$ cat config.mk
export PLATFORM = sky130hd
export DESIGN_NAME = analog_input_scaling
export DESIGN_NICKNAME = d
export VERILOG_FILES = /design/src/analog_input_scaling_pkg.sv /design/src/analog_input_scaling.sv /design/src/reference_history.sv
export SDC_FILE = /design/constraint.sdc
export NUM_CORES = 2
export LEC_CHECK = 0
export BUFFER_PORTS_ARGS = -buffer_cell sky130_fd_sc_hd__clkbuf_2
export CAP_MARGIN = 20
export CELL_PAD_IN_SITES_DETAIL_PLACEMENT = 1
export CELL_PAD_IN_SITES_GLOBAL_PLACEMENT = 1
export CORE_ASPECT_RATIO = 1.25
export CORE_MARGIN = 2
export CORE_UTILIZATION = 45
export CTS_BUF_LIST = sky130_fd_sc_hd__clkbuf_8
export DETAILED_ROUTE_END_ITERATION = 10
export GPL_TIMING_DRIVEN = 0
export PLACE_DENSITY = 0.73
export SLEW_MARGIN = 20
export SYNTH_ARGS = -nofsm -noshare
export SYNTH_HDL_FRONTEND = slang
export SYNTH_SLANG_ARGS = --single-unit
$ cat constraint.sdc
create_clock -name clk_i -period 49.3 [get_ports clk_i]
set_clock_uncertainty 0.1 [all_clocks]
set_input_delay 0 -clock clk_i [delete_from_list [all_inputs] [get_ports clk_i]]
set_output_delay 0 -clock clk_i [all_outputs]
set_load 0.02 [all_outputs]
$ cat src/analog_input_scaling_pkg.sv
// Constants, register map and types for the analog reference input scaling block.
package analog_input_scaling_pkg;

  // ----------------------------------------------------------------------------
  // Clock and timing.
  // ----------------------------------------------------------------------------
  localparam int CLK_FREQ_HZ = 32'h0131_2D00; // 20 MHz system clock.
  localparam int MS_PER_S = 32'h0000_03E8; // 1000 ms in one second.
  localparam int HOLD_TICK_MS = 32'h0000_03E8; // History sampling period, 1000 ms.
  localparam int HOLD_TICK_CYCLES = CLK_FREQ_HZ / MS_PER_S * HOLD_TICK_MS;
  localparam int HOLD_SLOTS = 32'h0000_0005; // Five one-second slots give a 4 to 5 s old value.

  // ----------------------------------------------------------------------------
  // Register byte offsets on the Wishbone slave.
  // ----------------------------------------------------------------------------
  localparam logic [7:0] REG_OFFSET_ADDR = 8'h00;
  localparam logic [7:0] REG_GAIN_ADDR = 8'h04;
  localparam logic [7:0] REG_TYPE_ADDR = 8'h08;
  localparam logic [7:0] REG_PRESET_ADDR = 8'h0C;
  localparam logic [7:0] REG_START_ADDR = 8'h10;
  localparam logic [7:0] REG_STOP_ADDR = 8'h14;
  localparam logic [7:0] REG_STATUS_ADDR = 8'h18;
  localparam logic [7:0] REG_REF_ADDR = 8'h1C;

  // ----------------------------------------------------------------------------
  // Setting limits and reset values. One count is 10 mV or 20 uA.
  // ----------------------------------------------------------------------------
  localparam logic signed [31:0] OFFSET_MIN = 32'shFFFF_FC7C; // -900 counts.
  localparam logic signed [31:0] OFFSET_MAX = 32'sh0000_0384; // +900 counts.
  localparam logic [15:0] OFFSET_RESET = 16'h0000;
  localparam logic [31:0] GAIN_MIN = 32'h0000_0064; // 0.100 in thousandths.
  localparam logic [31:0] GAIN_MAX = 32'h0000_1388; // 5.000 in thousandths.
  localparam logic [15:0] GAIN_RESET = 16'h03E8; // 1.000 in thousandths.
  localparam logic [31:0] TYPE_MAX = 32'h0000_000C; // Highest input type code, 12.
  localparam logic [3:0] TYPE_RESET = 4'h2;
  localparam logic [15:0] PRESET_RESET = 16'h0000;
  localparam logic [15:0] START_RESET = 16'h0032; // Run at 50 counts or more.
  localparam logic [15:0] STOP_RESET = 16'h0014; // Stop below 20 counts.

  // ----------------------------------------------------------------------------
  // Loop current levels and fixed-point helpers.
  // ----------------------------------------------------------------------------
  localparam logic signed [15:0] TWO_MA_COUNTS = 16'sh0064; // 2 mA, loss threshold.
  localparam logic signed [15:0] FOUR_MA_COUNTS = 16'sh00C8; // 4 mA, live zero and return.
  localparam logic [15:0] DIV1000_MUL = 16'h0419; // 1049 / 2**20 is close to 1/1000.
  localparam int DIV1000_SHIFT = 32'h0000_0014; // Shift of 20.

  // ----------------------------------------------------------------------------
  // Status register bit positions.
  // ----------------------------------------------------------------------------
  localparam int ST_LOST_BIT = 0;
  localparam int ST_ALARM_BIT = 1;
  localparam int ST_FAULT_BIT = 2;
  localparam int ST_REJECT_BIT = 3;
  localparam int ST_RUN_BIT = 4;

  // ----------------------------------------------------------------------------
  // Input type codes and state machine types.
  // ----------------------------------------------------------------------------
  typedef enum logic [3:0] {
    CODE_BIPOLAR = 4'h0,
    CODE_BIPOLAR_NEG = 4'h1,
    CODE_VOLT = 4'h2,
    CODE_VOLT_NEG = 4'h3,
    CODE_LOOP_FAULT = 4'h4,
    CODE_LOOP_FAULT_NEG = 4'h5,
    CODE_CURRENT = 4'h6,
    CODE_CURRENT_NEG = 4'h7,
    CODE_LOOP_HOLD = 4'h8,
    CODE_LOOP_HOLD_NEG = 4'h9,
    CODE_LOOP_PRESET = 4'hA,
    CODE_LOOP_PRESET_NEG = 4'hB,
    CODE_VOLT_RUN = 4'hC
  } input_code_t;

  typedef enum logic [0:0] {
    LOSS_OK = 1'b0,
    LOSS_LOST = 1'b1
  } loss_state_t;

  typedef enum logic [0:0] {
    RUN_STOPPED = 1'b0,
    RUN_RUNNING = 1'b1
  } run_state_t;

endpackage

$ cat src/analog_input_scaling.sv
// Offset, gain, type select, loss handling and level start for the analog reference.
//
// Decided for this implementation: the Wishbone slave port and the address map.
`timescale 1ns/100ps
`default_nettype none
module analog_input_scaling
  import analog_input_scaling_pkg::*;
#(
  parameter int HOLD_TICKS = HOLD_TICK_CYCLES
) (
  input wire logic clk_i,
  input wire logic rst_i,
  input wire logic wb_cyc_i,
  input wire logic wb_stb_i,
  input wire logic wb_we_i,
  input wire logic [7:0] wb_adr_i,
  input wire logic [3:0] wb_sel_i,
  input wire logic [31:0] wb_dat_i,
  output logic [31:0] wb_dat_o,
  output logic wb_ack_o,
  input wire logic [15:0] sample_i,
  input wire logic sample_valid_i,
  input wire logic terminal_strip_source_i,
  output logic [15:0] speed_ref_o,
  output logic speed_ref_valid_o,
  output logic signal_lost_o,
  output logic alarm_o,
  output logic fault_o,
  output logic run_request_o
);

  // ----------------------------------------------------------------------------
  // Elaboration checks.
  // ----------------------------------------------------------------------------
  if (HOLD_TICKS < 2) begin : g_bad_params
    $error("analog_input_scaling needs HOLD_TICKS of at least two");
  end

  // ----------------------------------------------------------------------------
  // Helper functions.
  // ----------------------------------------------------------------------------
  function automatic logic [31:0] merge_bytes(input logic [31:0] old_v,
                                              input logic [31:0] new_v,
                                              input logic [3:0] sel);
    logic [31:0] r;
    r = old_v;
    for (int i = 0; i < 4; i++) begin
      if (sel[i]) begin
        r[8*i +: 8] = new_v[8*i +: 8];
      end
    end
    return r;
  endfunction

  // True for every 4-20 mA code, the only ones with a live zero and loss detection.
  function automatic logic is_loop_code(input logic [3:0] code);
    return (code == CODE_LOOP_FAULT) || (code == CODE_LOOP_FAULT_NEG) ||
           (code == CODE_LOOP_HOLD) || (code == CODE_LOOP_HOLD_NEG) ||
           (code == CODE_LOOP_PRESET) || (code == CODE_LOOP_PRESET_NEG);
  endfunction

  // Multiply-and-shift avoids a real divider; the ratio 1049 / 2**20 runs about 0.04 percent high.
  function automatic logic signed [47:0] div_by_1000(input logic signed [47:0] p);
    logic signed [47:0] m;
    m = p * $signed({32'h0000_0000, DIV1000_MUL});
    return m >>> DIV1000_SHIFT;
  endfunction

  function automatic logic [15:0] sat16(input logic signed [47:0] v);
    if (v > 48'sh0000_0000_7FFF) begin
      return 16'h7FFF;
    end else if (v < -48'sh0000_0000_8000) begin
      return 16'h8000;
    end else begin
      return v[15:0];
    end
  endfunction

  // ----------------------------------------------------------------------------
  // Registers and state.
  // ----------------------------------------------------------------------------
  logic [15:0] offset_reg;
  logic [15:0] gain_reg;
  logic [3:0] type_reg;
  logic [15:0] preset_reg;
  logic [15:0] start_thr_reg;
  logic [15:0] stop_thr_reg;
  logic fault_reg;
  logic reject_reg;
  logic ack_reg;
  logic [15:0] ref_reg;
  logic ref_valid_reg;
  logic [15:0] held_reg;
  loss_state_t loss_reg;
  loss_state_t loss_next;
  run_state_t run_reg;
  logic access;
  logic wr_en;
  logic [31:0] offset_wr;
  logic [31:0] gain_wr;
  logic [31:0] type_wr;
  logic reject_set;
  logic loss_enter;
  logic [15:0] hist_held;
  logic [15:0] conv_value;
  logic [15:0] ref_next;
  logic signed [17:0] sum;
  logic signed [47:0] prod;
  logic signed [47:0] scaled;

  // ----------------------------------------------------------------------------
  // Wishbone slave: one wait state, then ack for exactly one cycle.
  // ----------------------------------------------------------------------------
  assign access = wb_cyc_i && wb_stb_i && !ack_reg;
  assign wr_en = access && wb_we_i;
  assign wb_ack_o = ack_reg;
  assign offset_wr = merge_bytes({{16{offset_reg[15]}}, offset_reg}, wb_dat_i, wb_sel_i);
  assign gain_wr = merge_bytes({16'h0000, gain_reg}, wb_dat_i, wb_sel_i);
  assign type_wr = merge_bytes({28'h000_0000, type_reg}, wb_dat_i, wb_sel_i);

  // Ack drops the cycle after it rises, even if the master keeps the strobe high.
  always_ff @(posedge clk_i) begin
    if (rst_i) begin
      ack_reg <= 1'b0;
    end else begin
      ack_reg <= access;
    end
  end

  // Read data is latched with ack; unmapped offsets read as zero.
  always_ff @(posedge clk_i) begin
    if (rst_i) begin
      wb_dat_o <= 32'h0000_0000;
    end else if (access && !wb_we_i) begin
      if (wb_adr_i == REG_OFFSET_ADDR) begin
        wb_dat_o <= {{16{offset_reg[15]}}, offset_reg};
      end else if (wb_adr_i == REG_GAIN_ADDR) begin
        wb_dat_o <= {16'h0000, gain_reg};
      end else if (wb_adr_i == REG_TYPE_ADDR) begin
        wb_dat_o <= {28'h000_0000, type_reg};
      end else if (wb_adr_i == REG_PRESET_ADDR) begin
        wb_dat_o <= {{16{preset_reg[15]}}, preset_reg};
      end else if (wb_adr_i == REG_START_ADDR) begin
        wb_dat_o <= {{16{start_thr_reg[15]}}, start_thr_reg};
      end else if (wb_adr_i == REG_STOP_ADDR) begin
        wb_dat_o <= {{16{stop_thr_reg[15]}}, stop_thr_reg};
      end else if (wb_adr_i == REG_STATUS_ADDR) begin
        wb_dat_o <= {27'h000_0000, run_reg == RUN_RUNNING, reject_reg, fault_reg,
                     alarm_o, signal_lost_o};
      end else if (wb_adr_i == REG_REF_ADDR) begin
        wb_dat_o <= {{16{ref_reg[15]}}, ref_reg};
      end else begin
        wb_dat_o <= 32'h0000_0000;
      end
    end
  end

  // ----------------------------------------------------------------------------
  // Setting registers with range checks.
  // ----------------------------------------------------------------------------
  // A write outside the range leaves the setting untouched and flags the rejection.
  always_ff @(posedge clk_i) begin
    if (rst_i) begin
      offset_reg <= OFFSET_RESET;
      gain_reg <= GAIN_RESET;
      type_reg <= TYPE_RESET;
    end else if (wr_en) begin
      if (wb_adr_i == REG_OFFSET_ADDR && $signed(offset_wr) >= OFFSET_MIN &&
          $signed(offset_wr) <= OFFSET_MAX) begin
        offset_reg <= offset_wr[15:0];
      end else if (wb_adr_i == REG_GAIN_ADDR && gain_wr >= GAIN_MIN && gain_wr <= GAIN_MAX) begin
        gain_reg <= gain_wr[15:0];
      end else if (wb_adr_i == REG_TYPE_ADDR && type_wr <= TYPE_MAX) begin
        type_reg <= type_wr[3:0];
      end
    end
  end

  assign reject_set = wr_en && (
      (wb_adr_i == REG_OFFSET_ADDR &&
       ($signed(offset_wr) < OFFSET_MIN || $signed(offset_wr) > OFFSET_MAX)) ||
      (wb_adr_i == REG_GAIN_ADDR && (gain_wr < GAIN_MIN || gain_wr > GAIN_MAX)) ||
      (wb_adr_i == REG_TYPE_ADDR && type_wr > TYPE_MAX));

  // Unchecked settings: preset substitute speed and the level start and stop thresholds.
  always_ff @(posedge clk_i) begin
    if (rst_i) begin
      preset_reg <= PRESET_RESET;
      start_thr_reg <= START_RESET;
      stop_thr_reg <= STOP_RESET;
    end else if (wr_en) begin
      if (wb_adr_i == REG_PRESET_ADDR) begin
        preset_reg <= 16'(merge_bytes({16'h0000, preset_reg}, wb_dat_i, wb_sel_i));
      end else if (wb_adr_i == REG_START_ADDR) begin
        start_thr_reg <= 16'(merge_bytes({16'h0000, start_thr_reg}, wb_dat_i, wb_sel_i));
      end else if (wb_adr_i == REG_STOP_ADDR) begin
        stop_thr_reg <= 16'(merge_bytes({16'h0000, stop_thr_reg}, wb_dat_i, wb_sel_i));
      end
    end
  end

  // Sticky flags clear on a written one; a set condition in the same cycle wins, so fault stays set while a fault-code loss lasts.
  always_ff @(posedge clk_i) begin
    if (rst_i) begin
      fault_reg <= 1'b0;
      reject_reg <= 1'b0;
    end else begin
      if (loss_next == LOSS_LOST && (type_reg == CODE_LOOP_FAULT ||
          type_reg == CODE_LOOP_FAULT_NEG)) begin
        fault_reg <= 1'b1;
      end else if (wr_en && wb_adr_i == REG_STATUS_ADDR && wb_sel_i[0] &&
                   wb_dat_i[ST_FAULT_BIT]) begin
        fault_reg <= 1'b0;
      end
      if (reject_set) begin
        reject_reg <= 1'b1;
      end else if (wr_en && wb_adr_i == REG_STATUS_ADDR && wb_sel_i[0] &&
                   wb_dat_i[ST_REJECT_BIT]) begin
        reject_reg <= 1'b0;
      end
    end
  end

  // ----------------------------------------------------------------------------
  // Conversion datapath. One count is 10 mV or 20 uA, the same as one offset step.
  // ----------------------------------------------------------------------------
  always_comb begin
    sum = 18'(signed'(sample_i)) + 18'(signed'(offset_reg));
    if (is_loop_code(type_reg)) begin
      sum = sum - 18'(FOUR_MA_COUNTS);
    end
    if (type_reg != CODE_BIPOLAR && type_reg != CODE_BIPOLAR_NEG && sum < 0) begin
      sum = '0;
    end
    prod = 48'(sum) * $signed({32'h0000_0000, gain_reg});
    scaled = div_by_1000(prod);
    if (type_reg[0]) begin
      scaled = -scaled;
    end
    conv_value = sat16(scaled);
  end

  // ----------------------------------------------------------------------------
  // Loss detection with 2 mA entry and 4 mA return hysteresis.
  // ----------------------------------------------------------------------------
  always_comb begin
    loss_next = loss_reg;
    case (loss_reg)
      LOSS_OK: begin
        if (sample_valid_i && is_loop_code(type_reg) && signed'(sample_i) < TWO_MA_COUNTS) begin
          loss_next = LOSS_LOST;
        end
      end
      LOSS_LOST: begin
        if (!is_loop_code(type_reg)) begin
          loss_next = LOSS_OK;
        end else if (sample_valid_i && signed'(sample_i) >= FOUR_MA_COUNTS) begin
          loss_next = LOSS_OK;
        end
      end
      default: loss_next = LOSS_OK;
    endcase
  end

  assign loss_enter = (loss_reg == LOSS_OK) && (loss_next == LOSS_LOST);

  always_ff @(posedge clk_i) begin
    if (rst_i) begin
      loss_reg <= LOSS_OK;
    end else begin
      loss_reg <= loss_next;
    end
  end

  // The history only sees good references, so it freezes while the signal is lost.
  reference_history #(
    .WIDTH(16),
    .SLOTS(HOLD_SLOTS),
    .TICK_CYCLES(HOLD_TICKS)
  ) u_history (
    .clk_i(clk_i),
    .rst_i(rst_i),
    .enable_i(loss_reg == LOSS_OK),
    .value_i(ref_reg),
    .held_o(hist_held)
  );

  // Capture the 4 to 5 s old value at the moment the loss is seen.
  always_ff @(posedge clk_i) begin
    if (rst_i) begin
      held_reg <= 16'h0000;
    end else if (loss_enter) begin
      held_reg <= hist_held;
    end
  end

  // ----------------------------------------------------------------------------
  // Reference selection and output.
  // ----------------------------------------------------------------------------
  always_comb begin
    ref_next = conv_value;
    if (loss_next == LOSS_LOST) begin
      case (type_reg)
        CODE_LOOP_HOLD, CODE_LOOP_HOLD_NEG: ref_next = loss_enter ? hist_held : held_reg;
        CODE_LOOP_PRESET, CODE_LOOP_PRESET_NEG: ref_next = preset_reg;
        default: ref_next = 16'h0000;
      endcase
    end
  end

  always_ff @(posedge clk_i) begin
    if (rst_i) begin
      ref_reg <= 16'h0000;
      ref_valid_reg <= 1'b0;
    end else begin
      ref_valid_reg <= sample_valid_i;
      if (sample_valid_i) begin
        ref_reg <= ref_next;
      end
    end
  end

  // ----------------------------------------------------------------------------
  // Level start and stop for code 12; the control source must be the terminal strip.
  // ----------------------------------------------------------------------------
  always_ff @(posedge clk_i) begin
    if (rst_i) begin
      run_reg <= RUN_STOPPED;
    end else begin
      case (run_reg)
        RUN_STOPPED: begin
          if (type_reg == CODE_VOLT_RUN && terminal_strip_source_i &&
              signed'(ref_reg) >= signed'(start_thr_reg)) begin
            run_reg <= RUN_RUNNING;
          end
        end
        RUN_RUNNING: begin
          if (type_reg != CODE_VOLT_RUN || !terminal_strip_source_i ||
              signed'(ref_reg) < signed'(stop_thr_reg)) begin
            run_reg <= RUN_STOPPED;
          end
        end
        default: run_reg <= RUN_STOPPED;
      endcase
    end
  end

  assign speed_ref_o = ref_reg;
  assign speed_ref_valid_o = ref_valid_reg;
  // A non-loop code never reports loss, even in the cycle before the state leaves it.
  assign signal_lost_o = (loss_reg == LOSS_LOST) && is_loop_code(type_reg);
  assign alarm_o = (loss_reg == LOSS_LOST) && (type_reg == CODE_LOOP_HOLD ||
                   type_reg == CODE_LOOP_HOLD_NEG || type_reg == CODE_LOOP_PRESET ||
                   type_reg == CODE_LOOP_PRESET_NEG);
  assign fault_o = fault_reg;
  assign run_request_o = (run_reg == RUN_RUNNING);

endmodule
`default_nettype wire

$ cat src/reference_history.sv
// Ring of once-per-tick reference samples that yields the value 4 to 5 ticks old.
`timescale 1ns/100ps
`default_nettype none
module reference_history #(
  parameter int WIDTH = 16,
  parameter int SLOTS = 5,
  parameter int TICK_CYCLES = 20000000
) (
  input wire logic clk_i,
  input wire logic rst_i,
  input wire logic enable_i,
  input wire logic [WIDTH-1:0] value_i,
  output logic [WIDTH-1:0] held_o
);

  localparam int CW = $clog2(TICK_CYCLES);
  localparam int PW = (SLOTS > 1) ? $clog2(SLOTS) : 1;

  // ----------------------------------------------------------------------------
  // Elaboration checks.
  // ----------------------------------------------------------------------------
  if (SLOTS < 2 || TICK_CYCLES < 2 || WIDTH < 1) begin : g_bad_params
    $error("reference_history needs at least two slots, two cycles a tick and one bit");
  end

  logic [CW-1:0] tick_cnt_reg;
  logic [PW-1:0] wr_ptr_reg;
  logic [WIDTH-1:0] slot_mem [SLOTS];
  logic tick;

  assign tick = (tick_cnt_reg == CW'(TICK_CYCLES - 1));

  // Free-running tick divider; it keeps counting while frozen so the phase stays regular.
  always_ff @(posedge clk_i) begin
    if (rst_i || tick) begin
      tick_cnt_reg <= '0;
    end else begin
      tick_cnt_reg <= tick_cnt_reg + CW'(1);
    end
  end

  // Writes stop while frozen so a failing signal never pollutes the history.
  always_ff @(posedge clk_i) begin
    if (rst_i) begin
      wr_ptr_reg <= '0;
      for (int i = 0; i < SLOTS; i++) begin
        slot_mem[i] <= '0;
      end
    end else if (tick && enable_i) begin
      slot_mem[wr_ptr_reg] <= value_i;
      wr_ptr_reg <= (wr_ptr_reg == PW'(SLOTS - 1)) ? '0 : wr_ptr_reg + PW'(1);
    end
  end

  // The slot about to be overwritten is the oldest one.
  always_ff @(posedge clk_i) begin
    if (rst_i) begin
      held_o <= '0;
    end else begin
      held_o <= slot_mem[wr_ptr_reg];
    end
  end

endmodule
`default_nettype wire

# == Yosys cells after proc, flatten, opt, wreduce, memory -nomap -nowiden ==
# Memories as Yosys holds them, arrays and structs flattened. A register that Yosys moved wholly into a read port is not among the register bits.
# Index checks and enable logic that the tools add are counted.
# classes
mux,46
n_eq_ne,18
reduce_logical,63
add_sub_neg,5
bitwise,6
n_lt_le_gt_ge,17
n_mul,2
# op_table
op,count
two-way mux 32 bit,8
two-way mux 16 bit,5
two-way mux 8 bit,10
greater-than comparator 48 x 16 -> 1 bit (second input constant),1
less-than comparator 48 x 16 -> 1 bit (second input constant),1
two-way mux 48 bit,1
negator 27 -> 48 bit,1
multiplier 35 x 12 -> 47 bit (second input constant),1
two-way mux 18 bit,2
multiplier 18 x 17 -> 35 bit,1
equality test 8 x 5 -> 1 bit (second input constant),4
>= comparator 32 x 11 -> 1 bit (second input constant),1
>= comparator 32 x 7 -> 1 bit (second input constant),1
greater-than comparator 32 x 11 -> 1 bit (second input constant),1
greater-than comparator 32 x 13 -> 1 bit (second input constant),1
greater-than comparator 32 x 4 -> 1 bit (second input constant),1
<= comparator 32 x 11 -> 1 bit (second input constant),1
<= comparator 32 x 13 -> 1 bit (second input constant),1
<= comparator 32 x 4 -> 1 bit (second input constant),1
less-than comparator 32 x 11 -> 1 bit (second input constant),1
less-than comparator 32 x 7 -> 1 bit (second input constant),1
one-hot mux 16 bit (2 select lines),1
logical AND 1 bit,29
adder 25 x 1 -> 25 bit (second input constant),1
31 further kinds,81
# totals
ramBits,80
regBits,182
output_inout_bits,54
mem_count,1
word_cells,178
in_bits,67
# memory_table
name,words,width,rd,rd_clocked_by_memory_dff,wr,line,source
u_history.slot_mem,5,16,1,1,5,reference_history.sv:28,logic [WIDTH-1:0] slot_mem [SLOTS];

# == Longest topological paths before layout ==
# logic_depth
depth_word,18
ltp_mapped,71

# == Hierarchy ==
# A second synthesis with hierarchy kept.
# unflattened
hier_cells,3815
area_unflattened_um2,34421.8
# modules_own_cells
module,instances,area_per_inst_um2,cells_each
analog_input_scaling,1,27221.1,3288
reference_history,1,7200.7,527

# == Worst setup path before layout ==
# No wires, ideal clock.
# synth_path
kind,reg2reg
start,register offset_reg[0]
end,"register ref_reg[11], in the netlist speed_ref_o[11]"
arrival_ns,15.325
slack_ns,33.753
required_ns,49.078
setup_ns,0.122
stages_incl_launch_ff,60
cell_sequence,dfxtp_1 -> ha_1 -> inv_1 -> fa_1 -> nand2b_1 -> a21oi_1 -> o21a_4 -> o211ai_1 -> o21bai_1 -> or4b_1 -> buf_2 -> nor2_1 -> a21oi_1 -> nor2_1 -> clkbuf_1 -> nor2_1 -> and2_1 -> fa_1 -> [... 24 more ...] -> inv_1 -> fa_1 -> inv_1 -> ha_1 -> clkbuf_1 -> a21oi_1 -> o21ai_0 -> a21o_1 -> a221o_1 -> a21oi_1 -> mux2i_1 -> o2111ai_2 -> or3_1 -> o32ai_1 -> nand4_1 -> o21ai_2 -> nand2_2 -> a221o_1
# synth_between
elab_chain_cells,14
# synth_lines
element,line,source
start: declaration,analog_input_scaling.sv:82,logic [15:0] offset_reg;
start signal: assignment,analog_input_scaling.sv:170,offset_reg <= offset_wr[15:0];
adder 16 x 16 -> 17 bit (*),analog_input_scaling.sv:228,sum = 18'(signed'(sample_i)) + 18'(signed'(offset_reg));
subtractor 17 x 9 -> 18 bit,analog_input_scaling.sv:230,sum = sum - 18'(FOUR_MA_COUNTS);
two-way mux 18 bit (*),analog_input_scaling.sv:229,if (is_loop_code(type_reg)) begin
less-than comparator 18 x 1 -> 1 bit,analog_input_scaling.sv:232,if (type_reg != CODE_BIPOLAR && type_reg != CODE_BIPOLAR_NEG && sum < 0) begin
logical AND 1 bit,analog_input_scaling.sv:232,
two-way mux 18 bit (*),analog_input_scaling.sv:232,
multiplier 18 x 17 -> 35 bit (*),analog_input_scaling.sv:235,"prod = 48'(sum) * $signed({32'h0000_0000, gain_reg});"
multiplier 35 x 12 -> 47 bit (*),analog_input_scaling.sv:65,"m = p * $signed({32'h0000_0000, DIV1000_MUL});"
negator 27 -> 48 bit,analog_input_scaling.sv:238,scaled = -scaled;
two-way mux 48 bit (*),analog_input_scaling.sv:237,if (type_reg[0]) begin
less-than comparator 48 x 16 -> 1 bit,analog_input_scaling.sv:72,end else if (v < -48'sh0000_0000_8000) begin
two-way mux 16 bit,analog_input_scaling.sv:72,
two-way mux 16 bit (*),analog_input_scaling.sv:70,if (v > 48'sh0000_0000_7FFF) begin
two-way mux 16 bit (*),analog_input_scaling.sv:302,if (loss_next == LOSS_LOST) begin
end signal: assignment,analog_input_scaling.sv:318,ref_reg <= ref_next;
end: declaration,analog_input_scaling.sv:91,logic [15:0] ref_reg;
# Mark *: on every way between the ends. The rest lies on a longest branch, timed or not.
# A chain may end at the register's enable or synchronous reset.

# == Final worst setup path ==
# layout_path
start,register offset_reg[0]
end,"register ref_reg[12], in the netlist speed_ref_o[12]"
# Same word-level chain as after synthesis.

==> results.md <==
* Status: finished clean
* Netlist cell types at 100
* Reg-to-reg startpoint: offset_reg[0]$_SDFFE_PP0P_
* Via-per-instance ratio at 5.66
* Clock slew at reported path FFs at 0.07 ns
* Initial Util at 0.455
* Wire length per cell at 22.9 um
* Max_cap viols at 0
* Gr usage total at 0.290
* Setup crit start kind: register
* Most common cell on crit path: fa_1
* Initial antenna violation count at 3
* Post-Syn Area at 34000 um2
* Primary FF master, synth: dfxtp_1
* Fin crit share at 0.392
* Shortest period the worst path allows at 19.31 ns
* Max FO, Critical Path at 21
* CP endpoint kind: register
* RSZ-0062 raised after global routing: false
* CTS tree: done
* First-pass GRT wire length at 175000 um
* Hold Crit Class: primary input to register
* Final Hold Viols at 0
* Crit path kind: register to register
* Gpl congestion at 0.910
* Slowest CP cell: clkbuf_1
* Measured slew at the worst slew-check pin at 1.13 ns
* Total iterations of the first detailed-routing run at 5
* Most frequent cells in the layout: 573 x inv_1, 355 x fa_1, 343 x nand2_1
* Post-synth EDFFs at 128
* Hold Startpoint: wb_adr_i[3]
* Pin count of the biggest net entering global routing at 22
* Post-Syn Nets at 4459
* Yosys reg bits at 311
* Setup violators final at 0
* GRT Residual Overflow at 0
* CTS Buf Count at 43
* Post-detail-place hpwl at 92100 um
* Max-slew violation count at 0
* Die Y-Extent at 311 um
* Later-pin clock latency in the skew report at 0.60 ns
* Syn Area/Cell at 9.12 um2
* Share of cells above drive strength 1 at 0.0730
* Ports at 121
* Worst Hold End: reject_reg$_SDFFE_PP0P_
* Synth Warn # at 0
* DIE WIDTH at 250 um
* Final ANT Viol Nets at 0
* Cells after Synth at 3725
* Layout fillers at 8812
* Worst reg-to-reg setup slack at 29.99 ns
* CTS Root Cell: clkbuf_8
* Hold Path Stages at 6
* Std cell rows at 112
* Worst r2r path cells at 61
* Core footprint at 74700 um2
* Buffers added on ports at 110
* Slew HR at 0.240
* Sequential cell area fraction in the yosys report at 0.221
* Worst stage delay on the critical path at 0.84 ns
* Die ar. at 77700 um2
* Nets at 4642
* Synth async-reset ratio at 0
* Layout area overhead at 8.59%
* Initial drt markers at 1390
* Number of global-route vias before repair at 30300
* Max FFs per register at 128
* Reg-to-Reg End: speed_ref_o[12]$_SDFFE_PP0P_
* Drt total wl at 112000 um
* Clock sinks at 311
* Residual DRC at 0
* Max clock buf depth at 3
* Via count at 27800
* H-tree lvl count at 2
* Post-cts resize count at 0
* Setup TNS at 0 ns
* Fmax at 51.8 MHz
* Critical Path RT at 49.67 ns
* CP arrival at 19.68 ns
* Commonest non-fill, non-tap cell in the layout: inv_1
logic make-up (layout without fill, tap and decap cells):
group           count (synthesis)  in the layout  share of synthesized area
xor+xnor                      135            135                     0.0353
compound gates                579            579                      0.117
mux                           121            121                     0.0478
fa+ha+maj                     667            667                      0.324
flops                         311            311                      0.221
simple gates                 1175           1175                      0.171
buf+inv                       737            955                     0.0838
other cells                     0              2                          0
per-layer routing:
metal | global-route usage | share of wire
met1 | 0.329 | 0.39
met2 | 0.544 | 0.53
met3 | 0.0205 | 0.030
met4 | 0.149 | 0.057
met5 | 0 | 0
worst max-delay path, delay by kind of cell, from the launching register on:
| kind | cells | cell delay, ns |
|---|---|---|
| xor+xnor | 2 | 0.90 |
| compound gates | 18 | 5.44 |
| mux | 1 | 0.52 |
| simple gates | 12 | 2.59 |
| buf+inv | 13 | 3.01 |
| fa+ha+maj | 15 | 6.20 |
| flops | 1 | 0.40 |
metrics by stage:
| step | cell area (um2) | instances | util | hold slack, ns | setup slack [ns] |
|---|---|---|---|---|---|
| detailed placement | 35800 | 4809 | 0.480 | 0.242 | 29.97 |
| global placement | 35700 | 4804 | 0.478 | 0.220 | 30.20 |
| global route | 36900 | 4913 | 0.494 | 0.0688 | 28.94 |
| finish | 36900 | 4914 | 0.494 | 0.0294 | 29.99 |
| CTS | 36900 | 4912 | 0.494 | 0.000989 | 29.88 |
| floorplan | 34000 | 3725 | - | 0.0178 | 33.75 |
cell usage after synthesis (11+ instances only):
| library cell | number | area share |
|---|---|---|
| a211o_1 | 17 | 0.0044 |
| a211oi_1 | 26 | 0.0057 |
| a21o_1 | 50 | 0.011 |
| a21oi_1 | 135 | 0.020 |
| a221o_1 | 13 | 0.0038 |
| a221oi_1 | 30 | 0.0077 |
| a22oi_1 | 11 | 0.0024 |
| a31oi_1 | 24 | 0.0044 |
| and2_1 | 227 | 0.042 |
| and3_1 | 47 | 0.0087 |
| buf_4 | 17 | 0.0038 |
| clkbuf_1 | 145 | 0.016 |
| dfxtp_1 | 183 | 0.11 |
| edfxtp_1 | 128 | 0.11 |
| fa_1 | 355 | 0.21 |
| ha_1 | 312 | 0.11 |
| inv_1 | 560 | 0.062 |
| mux2i_1 | 80 | 0.024 |
| mux4_2 | 32 | 0.021 |
| nand2_1 | 343 | 0.038 |
| nand2b_1 | 26 | 0.0048 |
| nand3_1 | 50 | 0.0074 |
| nand4_1 | 37 | 0.0068 |
| nor2_1 | 270 | 0.030 |
| nor2b_1 | 23 | 0.0042 |
| nor3_1 | 49 | 0.0072 |
| nor4_1 | 18 | 0.0033 |
| o211ai_1 | 16 | 0.0035 |
| o21a_1 | 18 | 0.0040 |
| o21ai_0 | 114 | 0.017 |
| o21bai_1 | 18 | 0.0040 |
| o31ai_1 | 11 | 0.0024 |
| or2_2 | 17 | 0.0031 |
| or3_1 | 22 | 0.0041 |
| xnor2_1 | 82 | 0.021 |
| xor2_1 | 51 | 0.013 |
how the worst max path moves through the flow:
stage	startpoint	to	slack, ns
final	offset_reg[0]$_SDFFE_PP0P_	speed_ref_o[12]$_SDFFE_PP0P_	29.99
after CTS	offset_reg[0]$_SDFFE_PP0P_	speed_ref_o[12]$_SDFFE_PP0P_	29.88
after global routing	offset_reg[0]$_SDFFE_PP0P_	speed_ref_o[12]$_SDFFE_PP0P_	28.94
after floorplan	offset_reg[0]$_SDFFE_PP0P_	speed_ref_o[11]$_SDFFE_PP0P_	33.75
after global placement	offset_reg[0]$_SDFFE_PP0P_	speed_ref_o[8]$_SDFFE_PP0P_	30.20
after detailed placement	offset_reg[0]$_SDFFE_PP0P_	speed_ref_o[12]$_SDFFE_PP0P_	29.97
final cells by class:
cell class	instances	area [um2]	share of cell area
multi-input combinational	2677	23700	0.641
antenna	2	5.00	0.000136
timing repair buffer	138	837	0.0227
clock buffer	45	619	0.0168
inverter	561	2110	0.0571
tap	969	1210	0.0329
clock inverter	35	205	0.00556
buffer	176	741	0.0201
sequential	311	7510	0.204
timing repair:
| item | CTS | global route |
|---|---|---|
| hold endpoints to repair | 86 | 0 |
| hold buffers | 23 | 0 |
| setup buffers | 0 | 0 |
Power is left out: the tool's default activity adds up to more than one toggle a clock period on the data nets, which glitch-free logic cannot reach.
